--- config.mk ---
export PLATFORM = sky130hd
export DESIGN_NAME = btc_splitter
export DESIGN_NICKNAME = d
export VERILOG_FILES = /design/src/rtl/splitter_pkg.sv /design/src/rtl/btc_splitter.sv
export VERILOG_INCLUDE_DIRS = /design/src /design/src/rtl
export SDC_FILE = /design/constraint.sdc
export NUM_CORES = 1
export LEC_CHECK = 0
export BUFFER_PORTS_ARGS = -buffer_cell sky130_fd_sc_hd__buf_2
export CAP_MARGIN = 5
export CORE_AREA = 2 2 170 172
export CTS_BUF_LIST = sky130_fd_sc_hd__clkbuf_8
export CTS_CLUSTER_SIZE = 25
export DETAILED_ROUTE_END_ITERATION = 7
export DIE_AREA = 0 0 172 174
export GPL_TIMING_DRIVEN = 0
export PLACE_DENSITY = 0.53
export SYNTH_ARGS = -nofsm -noshare
export SYNTH_HDL_FRONTEND = slang
export SYNTH_HIERARCHICAL = 1
export SYNTH_SLANG_ARGS = --single-unit
--- constraint.sdc ---
create_clock -name ref_clk -period 11.5 [get_ports ref_clk]
set_clock_uncertainty 0.15 [all_clocks]
set_input_delay 2.3 -clock ref_clk [delete_from_list [all_inputs] [get_ports ref_clk]]
set_output_delay 2.3 -clock ref_clk [all_outputs]
set_load 0.05 [all_outputs]
--- src/rtl/splitter_regs.svh ---
// constants for the two's complement to lower/upper code splitter
// Contract
// RULE1 - sample is 20-bit two's complement, split
// RULE2 - lower code: low 19 bits when negative
// RULE3 - upper code: low 19 bits, zero when negative
// RULE4 - lower code at full count when non-negative
// RULE5 - zero crossing changes only low bits
// RULE6 - both codes presented together
// RULE7 - msb first, one bit per rising clock
// RULE8 - strobe fall latches last 20 bits
// RULE9 - output updates on fourth rising clock; a strobe fall before that edge releases the older word at once
// RULE10 - sender holds strobe high/low one clock
// RULE11 - codes registered together from latched word
`ifndef SPLITTER_REGS_SVH
`define SPLITTER_REGS_SVH
`define SPL_WORD_BITS 20
`define SPL_CODE_BITS 19
`define SPL_SIGN_BIT 19
`define SPL_LOWER_FULL 20'h80000
`define SPL_UPDATE_EDGE 3'h4
`define SPL_FIFO_DEPTH 8
`endif

--- src/rtl/splitter_pkg.sv ---
// types shared by the splitter design
package splitter_pkg;
  typedef logic [19:0] sample_type;
  typedef logic [18:0] upper_code_type;
  // one bit above 19 so the full count of 2^19 can be shown
  typedef logic [19:0] lower_code_type;
  typedef enum logic {wait_latch, count_edges} update_state_type;
endpackage

--- src/rtl/btc_splitter.sv ---
// serial input, sample fifo and two's complement splitter
`timescale 1ns/1ps
`include "splitter_regs.svh"

module sample_fifo #(
  parameter int WIDTH = 20,
  parameter int DEPTH = 8
) (
  input wire logic ref_clk,
  input wire logic sys_rst,
  input wire logic [WIDTH-1:0] in_data,
  input wire logic in_valid,
  output logic in_ready,
  output logic [WIDTH-1:0] out_data,
  output logic out_valid,
  input wire logic out_ready
);
  localparam int AW = $clog2(DEPTH);
  logic [WIDTH-1:0] mem [DEPTH];
  logic [AW:0] wr_q, wr_d, rd_q, rd_d;
  logic [AW:0] fill;
  logic push, pop;

  assign fill = wr_q - rd_q;

  assign in_ready = (wr_q[AW-1:0] != rd_q[AW-1:0]) || (wr_q[AW] == rd_q[AW]);
  assign out_valid = (wr_q != rd_q);
  assign out_data = mem[rd_q[AW-1:0]];
  assign push = in_valid && in_ready;
  assign pop = out_valid && out_ready;

  always_comb begin
    wr_d = push ? wr_q + 1'b1 : wr_q;
    rd_d = pop ? rd_q + 1'b1 : rd_q;
  end

  always_ff @(posedge ref_clk) begin
    if (sys_rst) begin
      wr_q <= '0;
      rd_q <= '0;
    end else begin
      wr_q <= wr_d;
      rd_q <= rd_d;
    end
  end

  always_ff @(posedge ref_clk) begin
    if (push) begin
      mem[wr_q[AW-1:0]] <= in_data;
    end
  end

  property p_fifo_bound;
    @(posedge ref_clk) disable iff (sys_rst)
    fill <= DEPTH;
  endproperty
  a_fifo_bound: assert property (p_fifo_bound) // [RULE8]
    else $error("sample fifo overfilled");
endmodule

module btc_splitter (
  input wire logic ref_clk,
  input wire logic sys_rst,
  input wire logic serial_data,
  input wire logic bit_clock,
  input wire logic word_latch_strobe,
  output logic word_accept_ready,
  output splitter_pkg::lower_code_type lower_code,
  output splitter_pkg::upper_code_type upper_code,
  output logic code_update
);
  import splitter_pkg::*;

  // two-stage synchronisers for the three pins
  logic [2:0] pin_s1_q, pin_s2_q, pin_s3_q;
  logic data_s, clk_s, strobe_s;
  logic clk_rise, strobe_fall;

  always_ff @(posedge ref_clk) begin
    if (sys_rst) begin
      pin_s1_q <= '0;
      pin_s2_q <= '0;
      pin_s3_q <= '0;
    end else begin
      pin_s1_q <= {serial_data, bit_clock, word_latch_strobe};
      pin_s2_q <= pin_s1_q;
      pin_s3_q <= pin_s2_q;
    end
  end

  assign data_s = pin_s2_q[2];
  assign clk_s = pin_s2_q[1];
  assign strobe_s = pin_s2_q[0];
  assign clk_rise = clk_s && !pin_s3_q[1];
  assign strobe_fall = !strobe_s && pin_s3_q[0];

  // serial shift register, newest bit at the bottom
  sample_type shift_q, shift_d;

  always_comb begin
    shift_d = shift_q;
    if (clk_rise) begin
      shift_d = {shift_q[`SPL_WORD_BITS-2:0], data_s}; // [RULE7]
    end
  end

  always_ff @(posedge ref_clk) begin
    if (sys_rst) begin
      shift_q <= '0;
    end else begin
      shift_q <= shift_d;
    end
  end

  // latched words wait in the fifo until their update edge
  sample_type fifo_out;
  logic fifo_out_valid, fifo_pop;

  sample_fifo #(
    .WIDTH(`SPL_WORD_BITS),
    .DEPTH(`SPL_FIFO_DEPTH)
  ) u_fifo (
    .ref_clk(ref_clk),
    .sys_rst(sys_rst),
    .in_data(shift_q), // [RULE8]
    .in_valid(strobe_fall), // [RULE8]
    .in_ready(word_accept_ready),
    .out_data(fifo_out),
    .out_valid(fifo_out_valid),
    .out_ready(fifo_pop)
  );

  // count rising bit clocks after the strobe falls
  update_state_type state_q, state_d;
  logic [2:0] edge_q, edge_d;
  logic [3:0] credit_q, credit_d;
  logic grant;

  always_comb begin
    state_d = state_q;
    edge_d = edge_q;
    grant = 1'b0;
    unique case (state_q)
      wait_latch: begin
        if (strobe_fall) begin
          state_d = count_edges;
          edge_d = '0;
        end
      end
      count_edges: begin
        if (strobe_fall) begin
          // a new word before the fourth edge releases the older one now
          grant = 1'b1;
          edge_d = '0;
        end else if (clk_rise) begin
          edge_d = edge_q + 3'h1;
          if (edge_d == `SPL_UPDATE_EDGE) begin
            grant = 1'b1; // [RULE9]
            state_d = wait_latch;
          end
        end
      end
    endcase
    credit_d = credit_q + {3'h0, grant} - {3'h0, fifo_pop};
  end

  assign fifo_pop = fifo_out_valid && (credit_q != 4'h0);

  always_ff @(posedge ref_clk) begin
    if (sys_rst) begin
      state_q <= wait_latch;
      edge_q <= '0;
      credit_q <= '0;
    end else begin
      state_q <= state_d;
      edge_q <= edge_d;
      credit_q <= credit_d;
    end
  end

  // split the sample into the two complementary codes
  lower_code_type lower_q, lower_d;
  upper_code_type upper_q, upper_d;
  logic update_q, update_d;
  logic neg;

  assign neg = fifo_out[`SPL_SIGN_BIT]; // [RULE1]

  always_comb begin
    lower_d = lower_q;
    upper_d = upper_q;
    update_d = fifo_pop;
    if (fifo_pop) begin
      // only one code is away from its zero value for any sample [RULE5]
      lower_d = neg ? {1'b0, fifo_out[`SPL_CODE_BITS-1:0]} // [RULE2]
                    : `SPL_LOWER_FULL; // [RULE4]
      upper_d = neg ? '0 : fifo_out[`SPL_CODE_BITS-1:0]; // [RULE3]
    end
  end

  always_ff @(posedge ref_clk) begin
    if (sys_rst) begin
      lower_q <= `SPL_LOWER_FULL;
      upper_q <= '0;
      update_q <= 1'b0;
    end else begin
      lower_q <= lower_d; // [RULE11]
      upper_q <= upper_d; // [RULE11]
      update_q <= update_d; // [RULE6]
    end
  end

  assign lower_code = lower_q;
  assign upper_code = upper_q;
  assign code_update = update_q;

  // checks
  property p_zero_cross;
    @(posedge ref_clk) disable iff (sys_rst)
    (lower_q == `SPL_LOWER_FULL) || (upper_q == '0);
  endproperty
  a_zero_cross: assert property (p_zero_cross) // [RULE5]
    else $error("both halves moved away from zero");

  property p_lower_neg;
    @(posedge ref_clk) disable iff (sys_rst)
    fifo_pop && neg |=> lower_q == {1'b0, $past(fifo_out[18:0])};
  endproperty
  a_lower_neg: assert property (p_lower_neg) // [RULE2]
    else $error("lower code wrong for negative sample");

  property p_upper;
    @(posedge ref_clk) disable iff (sys_rst)
    fifo_pop |=> upper_q == ($past(neg) ? '0 : $past(fifo_out[18:0]));
  endproperty
  a_upper: assert property (p_upper) // [RULE3]
    else $error("upper code wrong");

  property p_lower_pos;
    @(posedge ref_clk) disable iff (sys_rst)
    fifo_pop && !neg |=> lower_q == 20'h80000;
  endproperty
  a_lower_pos: assert property (p_lower_pos) // [RULE4]
    else $error("lower code not at full count");

  property p_shift;
    @(posedge ref_clk) disable iff (sys_rst)
    clk_rise |=> shift_q == {$past(shift_q[18:0]), $past(data_s)};
  endproperty
  a_shift: assert property (p_shift) // [RULE7]
    else $error("serial bit not captured on rising clock");

  property p_latch;
    @(posedge ref_clk) disable iff (sys_rst)
    strobe_fall && word_accept_ready && !fifo_out_valid
      |=> fifo_out_valid && fifo_out == $past(shift_q);
  endproperty
  a_latch: assert property (p_latch) // [RULE8]
    else $error("strobe fall did not latch last 20 bits");

  property p_fourth;
    @(posedge ref_clk) disable iff (sys_rst)
    state_q == count_edges && !strobe_fall && clk_rise && edge_q == 3'h3
      |-> grant;
  endproperty
  a_fourth: assert property (p_fourth) // [RULE9]
    else $error("no update on fourth clock edge");

  property p_hold;
    @(posedge ref_clk) disable iff (sys_rst)
    !update_q |-> $stable(lower_q) && $stable(upper_q);
  endproperty
  a_hold: assert property (p_hold) // [RULE11]
    else $error("codes changed without an update");

  property p_update_pulse;
    @(posedge ref_clk) disable iff (sys_rst)
    fifo_pop |=> update_q;
  endproperty
  a_update_pulse: assert property (p_update_pulse) // [RULE6]
    else $error("update pulse missing");

  // a released word must leave the fifo on the next cycle
  property p_grant_pop;
    @(posedge ref_clk) disable iff (sys_rst)
    grant |=> fifo_pop;
  endproperty
  a_grant_pop: assert property (p_grant_pop) // [RULE9]
    else $error("released word did not leave the fifo");

  property p_credit_bound;
    @(posedge ref_clk) disable iff (sys_rst)
    credit_q <= 4'h1;
  endproperty
  a_credit_bound: assert property (p_credit_bound) // [RULE11]
    else $error("more words released than waiting");

  property p_no_early;
    @(posedge ref_clk) disable iff (sys_rst)
    state_q == count_edges && !strobe_fall && edge_q < 3'h3 |-> !grant;
  endproperty
  a_no_early: assert property (p_no_early) // [RULE9]
    else $error("word released before fourth clock edge");

  property p_strobe_arm;
    @(posedge ref_clk) disable iff (sys_rst)
    strobe_fall |=> state_q == count_edges && edge_q == 3'h0;
  endproperty
  a_strobe_arm: assert property (p_strobe_arm) // [RULE9]
    else $error("strobe fall did not restart the edge count");
endmodule

Yosys cells after proc, flatten, opt, wreduce, memory -nomap -nowiden
Memory sizes are Yosys's and may differ from the RTL's. A register that Yosys moved wholly into a read port is not among the register bits.
Cells that the tools add are included.
{ "totals": {"reg_bits": 84, "latchBits": 0, "ramBits": 160, "romBits": 0, "out_inout_bits": 41, "elab_cells": 54, "memories": 1} }
{ "memory_table": {"columns": ["name", "depth", "word_bits", "rd", "rd_clocked_by_memory_dff", "write_ports", "line_no", "source"], "rows": [
  ["u_fifo.mem", 8, 20, 1, 1, 1, "btc_splitter.sv:19", "logic [WIDTH-1:0] mem [DEPTH];"]
]} }
{ "classes": {"add_sub_neg": 5, "multipliers": 0, "div": 0, "order_cmp": 0, "n_eq_ne": 6, "shifts": 0, "n_mux": 19, "bitwise_logic": 1, "n_reduce_logical": 10} }
{ "op_table": {"columns": ["cell", "n"], "rows": [
  ["2-to-1 mux 20 bit", 1],
  ["2-to-1 mux 19 bit", 1],
  ["2-to-1 mux 3 bit", 5],
  ["2-to-1 mux 1 bit", 10],
  ["adder 4 x 1 -> 4 bit, second input constant", 2],
  ["one-hot mux 3 bit (2 select lines)", 1],
  ["logical AND 1 bit", 5],
  ["adder 4 x 1 -> 4 bit", 1],
  ["!= test 4 bit", 1],
  ["nonzero test 4 bit", 1],
  ["subtractor 4 x 1 -> 4 bit", 1],
  ["adder 3 x 1 -> 3 bit, second input constant", 1],
  ["equality test 3 bit, second input constant", 1],
  ["!= test 3 x 2 -> 1 bit, second input constant", 1],
  ["!= test 3 bit", 1],
  ["zero test 1 bit", 2],
  ["!= test 2 x 1 -> 1 bit, second input constant", 1],
  ["one-hot mux 1 bit (2 select lines)", 1],
  ["AND reduction 2 bit", 1],
  ["equality test 1 bit", 1],
  ["logical OR 1 bit", 1],
  ["inverter 1 bit", 1]
]} }

Logic depth before layout (Yosys ltp)
Gate-level depths: netlist of the first run.
{ "logic_depth": {"word_depth": 8, "depth_mapped": 13} }

Modules after synthesis
The synthesis of the first run kept the hierarchy.
{ "by_module_without_submodules": {"columns": ["module", "n_inst", "cells_per_inst", "area_each_um2", "seq_area_each_um2"], "rows": [
  ["sample_fifo", 1, 315, 6747.7, 5024.8],
  ["btc_splitter", 1, 310, 2916.5, 1521.5]
]} }

Least setup slack after synthesis of the first run
OpenSTA, ideal clock, no wires.
{ "synth_timing": {"path_kind": "flip-flop to output port", "from": "register u_fifo.wr_q[1]", "to": "output port word_accept_ready", "arrival_time_ns": 1.555, "required_ns": 9.050, "path_slack_ns": 7.495, "path_stages_with_launch": 5, "n_path_buf": 1, "cell_sequence": "dfxtp_1 > buf_6 > xor2_2 > nor4_2 > inv_1"} }
{ "synth_between": {"elab_chain_len": 2} }
{ "synth_rtl": {"columns": ["item", "line_no", "source"], "rows": [
  ["start: declaration", "btc_splitter.sv:20", "logic [AW:0] wr_q, wr_d, rd_q, rd_d;"],
  ["start signal: assignment", "btc_splitter.sv:42", "wr_q <= wr_d;"],
  ["!= test 3 bit", "btc_splitter.sv:26", "assign in_ready = (wr_q[AW-1:0] != rd_q[AW-1:0]) || (wr_q[AW] == rd_q[AW]);"],
  ["logical OR 1 bit", "btc_splitter.sv:26", null],
  ["end: declaration", "btc_splitter.sv:67", "output logic word_accept_ready,"]
]} }
Every way passes these cells.

Worst setup path after layout of the first run
Ends and elaborated chain as after synthesis.

==> results of run 1 <==
power by group through the flow:
stage	combinational [uW]	clock, uW	sequential, uW
2_1_floorplan	124	0	1020
3_3_place_gp	208	0	983
3_5_place_dp	216	0	984
4_1_cts	217	693	966
5_1_grt	235	733	967
6_report	216	671	966
cell usage in the layout, fill, tap and decap left out, drive strengths merged, types with 2 or more instances in the layout:
master,synthesis,layout
xnor2,4,4
a22o,19,19
nand3b,3,3
dfxtp,87,87
xor2,6,6
nor4b,3,3
nand2,45,45
buf,22,87
a41oi,2,2
o211ai,2,2
ha,9,9
clkbuf,19,61
a21oi,25,25
mux2i,6,6
nor3b,21,21
inv,9,23
nand2b,27,27
nor3,5,5
nor2,9,9
nor4,3,3
nor2b,18,18
clkinv,0,15
o21ai,19,19
o41a,2,2
nand4,4,4
nand3,20,20
or3,2,2
mux4,40,40
mux2,26,26
edfxtp,160,160
critical path, cell delays in order, from the launching register on:
cell,delay (ns)
dfxtp_1,0.32
buf_6,0.14
xor2_2,0.20
nor4_2,1.08
inv_1,0.08
buf_2,0.25
registers in the layout, summed over array words and instances, names as in the netlist, named ones only:
signal / cells
u_fifo/rd_q: 4
state_q: 1
code_update: 1
upper_code: 19
pin_s1_q: 3
pin_s2_q: 3
u_fifo/mem: 160
credit_q: 4
lower_code: 20
u_fifo/wr_q: 4
shift_q: 20
pin_s3_q: 2
edge_q: 3
per-layer routing:
metal	global-route usage	wire length [um]	up-vias
met4	0.04902	476	0
met2	0.2495	10590	138
li1	-	-	2579
met1	0.1801	9153	2808
met3	0.03188	994	35
met5	0	0	-
path summary, 6_finish.rpt:
path                  startpoint                end  slack [ns]  cells past startpoint
setup / recovery  u_fifo/wr_q[1]  word_accept_ready        6.45                      5
hold / removal       pin_s1_q[1]        pin_s2_q[1]        0.28                      1
setup reg to reg  u_fifo/wr_q[0]        credit_q[2]        8.37                     13
hold reg to reg      pin_s1_q[1]        pin_s2_q[1]        0.28                      1
cell type report:
type                            count  area (um2)
Fill cell                        2660       16940
Multi-Input combinational cell    328        2920
Buffer                             41       212.7
Inverter                            9       33.78
Clock inverter                     30       131.4
Sequential cell                   247        6546
Timing Repair Buffer               65       397.9
Clock buffer                       42       578.1
Tap cell                          384       480.5
cell usage after synthesis (all sizes together) (6+ instances only):
| master | count |
|---|---|
| a21oi | 25 |
| a22o | 19 |
| buf | 22 |
| clkbuf | 19 |
| dfxtp | 87 |
| edfxtp | 160 |
| ha | 9 |
| inv | 9 |
| mux2 | 26 |
| mux2i | 6 |
| mux4 | 40 |
| nand2 | 45 |
| nand2b | 27 |
| nand3 | 20 |
| nor2 | 9 |
| nor2b | 18 |
| nor3b | 21 |
| o21ai | 19 |
| xor2 | 6 |
stage by stage:
step | power (uW) | util | worst slack [ns]
after CTS | 1876 | 0.4002 | 6.433
after global placement | 1191 | 0.3672 | 5.010
after floorplan | 1144 | - | 7.495
after global routing | 1935 | 0.4002 | 6.261
final | 1853 | 0.4002 | 6.453
after detailed placement | 1201 | 0.3751 | 7.007
kinds of logic after synthesis:
logic type / synth area share
adders and majority gates: 0.01372
DFF: 0.6774
AOI/OAI and AO/OA: 0.04790
and+or+nand+nor: 0.09593
muxes: 0.1297
buffers and inverters: 0.02550
xor gates and xnor gates: 0.009839
==> metrics.cfg, run 1 <==
[sta]
fmax_mhz = 198.1
fin_tns_setup_ns = 0
hold_violations = 0
holdWs_ns = 0.2829
drv_slew = 0
grt_setup_unrepaired = false
tightest_slew_ns = 1.281
min_period_ns = 5.047
setup_violations = 0
period_share = 0.4389
relSlewSlack = 0.1392

[status]
status = completed

[floorplanning]
die_w_um = 172
dieArea_um2 = 29930
die_h_um = 174
rows = 62
io_pins = 46
core_um2 = 28240
start_util = 0.3423

[pwr]
clockPowerShare = 0.362
p_leak_uw = 0.003938
seq_power_share = 0.521
power.density_nw_per_um2 = 163.9
sw_frac_of_total = 0.2619
peakVddDrop_mv = 0.05916
switching_power_uw = 485.2
p_comb_frac = 0.116
p_int_uw = 1367

[place]
portBuffers = 45
postPlaceCellArea_um2 = 10590
dp.cells = 1074
gp_congestion = 0.7929
dpl.hpwl_um = 14750

[run]
cap_violations = 0

[synth]
syn-num-nets = 640
ys_ff_latch = 247
ys.flop_type = edfxtp_1
synth.top_cell.area_share = 0.4972
yosys-top-cells-area = edfxtp_1 50%, dfxtp_1 18%, mux4_2 9.3%
synth_edf_count = 160
synth.cell_area_um2 = 9664
netlist_instances = 625
yosysSeqAreaShare = 0.6774
synth_cell_types = 45
synth_area_leader_cell = edfxtp_1
async_flop_share = 0
yosys_warnings = 6
syn_avg_cell_area_um2 = 15.46

[clock_tree]
htree_levels = 2
clockRootBuffer = clkbuf_8
cts_hold_buffers = 0
cts_tree = built
clk_path_buf_depth = 3
cts.sinks = 247
cts_buffers = 39
clk_pin_slew_ns = 0.06
clk_latency_ns = 0.53
post_cts_buffers = 0
cts_resized = 0

[final_layout]
nNetsFinal = 746
syn2layout_area_growth_pct = 16.93
drive_above_1_share = 0.2835
final_area_um2 = 11300
stdcell_count = 1146
antennaDiodeCount = 0

[setup_path]
cp.arrival_ns = 2.60
crit_fanout = 9
cp-end-kind = primary output
cp.required_ns = 9.05
path_class = reg -> out
cp-start-kind = flip-flop

[global_route]
grt_usage = 0.1451
antenna_found_initial = 0
grt_pass1_vias = 5738
grt_first_pass_wirelength_um = 32640
grt_max_degree = 21
grt.overflow.total = 0

[route]
drc_errors = 0
wl_per_cell_um = 18.51
routed_via_density = 4.852
routed_wl_um = 21210
vias = 5560
firstDrtPassIters = 4
ant_nets = 0
drt-initial-drc-count = 371

[hold_path]
hp-class = reg -> reg

(Power assumes the default switching activity.)
==> run 2, diff against run 1 <==
- PLACE_DENSITY: 0.53 -> 0.55
- clock period: 11.5 -> 4.41 ns (I/O delays scaled with it)
==> metrics.cfg, run 2 (same netlist as run 1, synthesis figures left out) <==
[status]
status = completed

[sta]
setup_ws_ns = 0.7949  ; -5.658 ns
relSlewSlack = 0.1914  ; +0.05217
min_period_ns = 3.615
period_share = 0.8198
grt_setup_unrepaired = false
tightest_slew_ns = 1.203  ; -0.07761 ns
fmax_mhz = 276.6
fin_tns_setup_ns = 0  ; unchanged
setup_violations = 0  ; unchanged
drv_slew = 0  ; unchanged
hold_violations = 0  ; unchanged

[setup_path]
cp-end-kind = primary output
cp.arrival_ns = 2.58  ; -0.02 ns
path_class = reg -> out
worst_path_max_delay_cell = nor4_2
crit_chain = buf_6 > xor2_2 > nor4_2 > inv_1 > buf_2
crit_fanout = 9  ; unchanged
critPathBufInv = 3  ; unchanged
cp-start-kind = flip-flop
cp_top_family = simple AND/OR/NAND/NOR gates
cp.required_ns = 3.38  ; -5.67 ns
worst-r2r-cell-count = 13  ; unchanged
slowest_delay_ns = 1.02  ; -0.06 ns
critical_path_depth = 5  ; unchanged

[route]
wl_per_cell_um = 18.45  ; -0.32%
drc_errors = 0  ; unchanged
wl_met1_um = 9322  ; +1.8%
wl_met3_um = 1041  ; +4.7%
met2_length_um = 10360  ; -2.1%
routed_via_density = 4.848  ; about the same
routed_wl_um = 21110  ; -0.49%
vias = 5546  ; -0.25%
ant_nets = 0  ; unchanged
top_layer = met4
drt-initial-drc-count = 478  ; +29%
firstDrtPassIters = 4  ; unchanged

[final_layout]
stdcell_count = 1144  ; -0.17%
layout.cells.most_common = edfxtp_1
nNetsFinal = 748  ; +0.27%
multi_input_area_um2 = 2915  ; -0.17%
most-common-layout-cells = 160 x edfxtp_1, 87 x dfxtp_1, 59 x buf_2
seq_area_um2 = 6546  ; unchanged
fin_util = 0.3995  ; -0.0006650
syn2layout_area_growth_pct = 16.74
antennaDiodeCount = 0  ; unchanged
largest_reg_flops = 160  ; unchanged
nFillCells = 2653  ; -0.26%
drive_above_1_share = 0.2776  ; -0.005833

[place]
portBuffers = 45  ; unchanged
gp_congestion = 0.7673  ; -3.2%
dpl.hpwl_um = 14890  ; +0.93%
pre_cts_slack_ns = 1.300  ; -5.707 ns
dp.cells = 1076  ; +0.19%

[pwr]
power_uw = 4770  ; +160%
power.density_nw_per_um2 = 422.8  ; +160%
seq_power_share = 0.528  ; +0.007
sw_frac_of_total = 0.2583  ; -0.003647
switching_power_uw = 1232  ; +150%
p_int_uw = 3538  ; +160%
clockPowerShare = 0.355  ; -0.007
p_comb_frac = 0.117  ; about the same
p_leak_uw = 0.003940  ; about the same
peakVddDrop_mv = 0.1686  ; +180%

[floorplanning]
rows = 62  ; unchanged
dieArea_um2 = 29930  ; unchanged
core_um2 = 28240  ; unchanged
io_pins = 46  ; unchanged
start_util = 0.3423  ; unchanged
die_h_um = 174  ; unchanged
die_w_um = 172  ; unchanged

[clock_tree]
htree_levels = 2  ; unchanged
cts_buffers = 39  ; unchanged
cts_tree = built
clk_path_buf_depth = 3  ; unchanged
post_cts_buffers = 0  ; unchanged
cts_resized = 0  ; unchanged
clk_pin_slew_ns = 0.06  ; about the same
cts.sinks = 247  ; unchanged
clockRootBuffer = clkbuf_8
clk_latency_ns = 0.53  ; about the same
cts_hold_buffers = 0  ; unchanged

[global_route]
grt_first_pass_wirelength_um = 33010  ; +1.1%
grt_max_degree = 14  ; -33%
grt_usage = 0.1453  ; +0.0002508
antenna_found_initial = 0  ; unchanged
grt_pass1_vias = 5768  ; +0.52%
grt.overflow.total = 0  ; unchanged

[hold_path]
hp-class = reg -> reg
min_delay_path_depth = 1  ; unchanged

[run]
cap_violations = 0  ; unchanged

==> run 2: layout make-up <==
cell class                      count  share of cell area
Clock buffer                       41             0.05002
Buffer                             41             0.01885
Timing Repair Buffer               67             0.03693
Sequential cell                   247              0.5802
Clock inverter                     27            0.009981
Multi-Input combinational cell    328              0.2584
Tap cell                          384             0.04259
Inverter                            9            0.002994
==> run 2: through the flow <==
step,hold slack (ns),area [um2]
after floorplan,0.2638,9664
after global placement,0.2719,10370
after detailed placement,0.2810,10610
after CTS,0.2907,11280
after global routing,0.3090,11280
final,0.2901,11280
==> run 2: routing by layer <==
metal  GRT usage  vias to the layer above
met3     0.02983                       27
li1            -                     2579
met1      0.1909                     2835
met4     0.04447                        0
met5           0                        -
met2      0.2420                      105
==> run 2: power by group through the flow <==
stage | Combinational [uW] | Clock [uW] | Sequential, uW
floorplan | 324 | 0 | 2660
detailed placement | 561 | 0 | 2570
global route | 610 | 1840 | 2520
global placement | 545 | 0 | 2570
finish | 557 | 1700 | 2520
CTS | 563 | 1750 | 2520
==> run 2: path summary, 6_finish.rpt <==
kind,startpoint,endpoint,slack (ns)
setup / recovery,u_fifo/wr_q[1],word_accept_ready,0.79
setup reg to reg,u_fifo/wr_q[0],credit_q[2],1.32
hold / removal,pin_s1_q[2],pin_s2_q[2],0.29
hold reg to reg,pin_s1_q[2],pin_s2_q[2],0.29
==> run 3, diff against run 2 <==
- clock period: 4.41 -> 3.1 ns (I/O delays scaled with it)
==> metrics.cfg, run 3 (same netlist as run 1, synthesis figures left out) <==
[status]
status = completed

[sta]
tightest_slew_ns = 0.8709  ; -0.3320 ns
hold_violations = 0  ; unchanged
period_share = 0.9472
fmax_mhz = 340.6
relSlewSlack = 0.4182  ; +0.2268
min_period_ns = 2.936
setup_ws_ns = 0.1636  ; -0.6312 ns
setup_violations = 0  ; unchanged
grt_setup_unrepaired = true
drv_slew = 0  ; unchanged
holdWs_ns = 0.1594  ; -0.1307 ns

[clock_tree]
clk_pin_slew_ns = 0.06  ; about the same
cts_buffers = 39  ; unchanged
htree_levels = 2  ; unchanged
clockRootBuffer = clkbuf_8
cts.sinks = 247  ; unchanged
clk_latency_ns = 0.53  ; about the same
cts_hold_buffers = 0  ; unchanged
cts_tree = built
clk_path_buf_depth = 3  ; unchanged

[final_layout]
seq_area_um2 = 6548  ; about the same
nNetsFinal = 752  ; +0.53%
fin_util = 0.4027  ; +0.003190
largest_reg_flops = 160  ; unchanged
syn2layout_area_growth_pct = 17.67
drive_above_1_share = 0.2906  ; +0.01294
layout.cells.most_common = edfxtp_1
multi_input_area_um2 = 2964  ; +1.7%
most-common-layout-cells = 160 x edfxtp_1, 86 x dfxtp_1, 56 x buf_2
nFillCells = 2651  ; -0.075%
antennaDiodeCount = 0  ; unchanged
stdcell_count = 1148  ; +0.35%

[pwr]
sw_frac_of_total = 0.2584  ; about the same
switching_power_uw = 1761  ; +43%
p_int_uw = 5055  ; +43%
clockPowerShare = 0.354  ; about the same
p_leak_uw = 0.003974  ; +0.87%
seq_power_share = 0.526  ; -0.002
peakVddDrop_mv = 0.2391  ; +42%
power_uw = 6816  ; +43%
power.density_nw_per_um2 = 599.4  ; +42%
p_comb_frac = 0.120  ; +0.003

[floorplanning]
rows = 62  ; unchanged
io_pins = 46  ; unchanged
core_um2 = 28240  ; unchanged
die_w_um = 172  ; unchanged
die_h_um = 174  ; unchanged
dieArea_um2 = 29930  ; unchanged
start_util = 0.3423  ; unchanged

[global_route]
grt_first_pass_wirelength_um = 33090  ; +0.25%
grt_pass1_vias = 5774  ; +0.10%
grt.overflow.total = 0  ; unchanged
grt_usage = 0.1456  ; +0.0002996
antenna_found_initial = 0  ; unchanged
grt_max_degree = 14  ; unchanged

[place]
gp_congestion = 0.7673  ; unchanged
pre_cts_slack_ns = -0.009964  ; -1.310 ns
portBuffers = 45  ; unchanged
dpl.hpwl_um = 14890  ; unchanged
dp.cells = 1076  ; unchanged

[route]
firstDrtPassIters = 4  ; unchanged
ant_nets = 0  ; unchanged
drc_errors = 0  ; unchanged
routed_wl_um = 21200  ; +0.43%
wl_per_cell_um = 18.47  ; about the same
routed_via_density = 4.848  ; about the same
vias = 5566  ; +0.36%
drt-initial-drc-count = 491  ; +2.7%

[hold_path]
hp-class = in -> reg

[setup_path]
cp-end-kind = flip-flop
r2r_setup_slack_ns = 0.16  ; -1.16 ns
path_class = reg -> reg
cp.required_ns = 3.16  ; -0.22 ns
cp-start-kind = flip-flop
crit_fanout = 11  ; +2
cp.arrival_ns = 3.00  ; +0.42 ns

[run]
cap_violations = 0  ; unchanged

-- run 3: cell count changes in the layout (fill, tap and decap cells not counted), sizes merged --
| cell | before | now |
|---|---|---|
| buf | 89 | 92 |
| clkbuf | 60 | 61 |
-- run 3: per-layer routing --
| layer | global-route usage | vias to the layer above | share of wire | wire, um |
|---|---|---|---|---|
| met5 | 0 | - | 0 | 0 |
| met4 | 0.04237 | 0 | 0.016 | 343 |
| met3 | 0.02983 | 25 | 0.050 | 1057 |
| met2 | 0.2436 | 113 | 0.49 | 10460 |
| met1 | 0.1912 | 2840 | 0.44 | 9333 |
| li1 | - | 2588 | - | - |
-- run 3: power groups by stage --
stage                     Combinational, uW  Sequential (uW)  Clock [uW]
after floorplan                         461             3780           0
after global placement                  776             3650           0
after detailed placement                798             3650           0
after CTS                               806             3580        2480
after global routing                    896             3590        2610
final                                   821             3580        2410
-- run 3: critical path, cell delays in order (launching register included) --
cell and delay (ns):
dfxtp_1 0.31, nor2b_1 0.69, nand2_1 0.27, nor4b_2 0.68, buf_4 0.30, buf_4 0.21
-- run 3: stage by stage --
stage	TNS, ns	instance area, um2
finish	0	11370
global route	-0.03697	11370
CTS	0	11300
detailed placement	-0.009964	10610
global placement	-380.35	10370
floorplan	-53.06	9664
-- run 3: cell type report --
| class | instances | area share |
|---|---|---|
| Sequential cell | 247 | 0.5757 |
| Inverter | 9 | 0.002971 |
| Timing Repair Buffer | 71 | 0.03928 |
| Multi-Input combinational cell | 328 | 0.2606 |
| Buffer | 41 | 0.01958 |
| Clock buffer | 41 | 0.04962 |
| Clock inverter | 27 | 0.009902 |
| Tap cell | 384 | 0.04225 |
-- run 3: worst paths after layout --
kind              cells after the start         from                 to
hold / removal                        2  serial_data        pin_s1_q[2]
hold reg to reg                       1  pin_s1_q[2]        pin_s2_q[2]
setup / recovery                      5  pin_s3_q[0]  u_fifo/mem[3][10]
setup reg to reg                      5  pin_s3_q[0]  u_fifo/mem[3][10]
-- run 3: what timing repair did --
action                                  CTS  global route
endpoints found under the setup margin    2            14
gates resized for setup                   3            15
pin swaps                                 0             2
setup buffers                             0             4
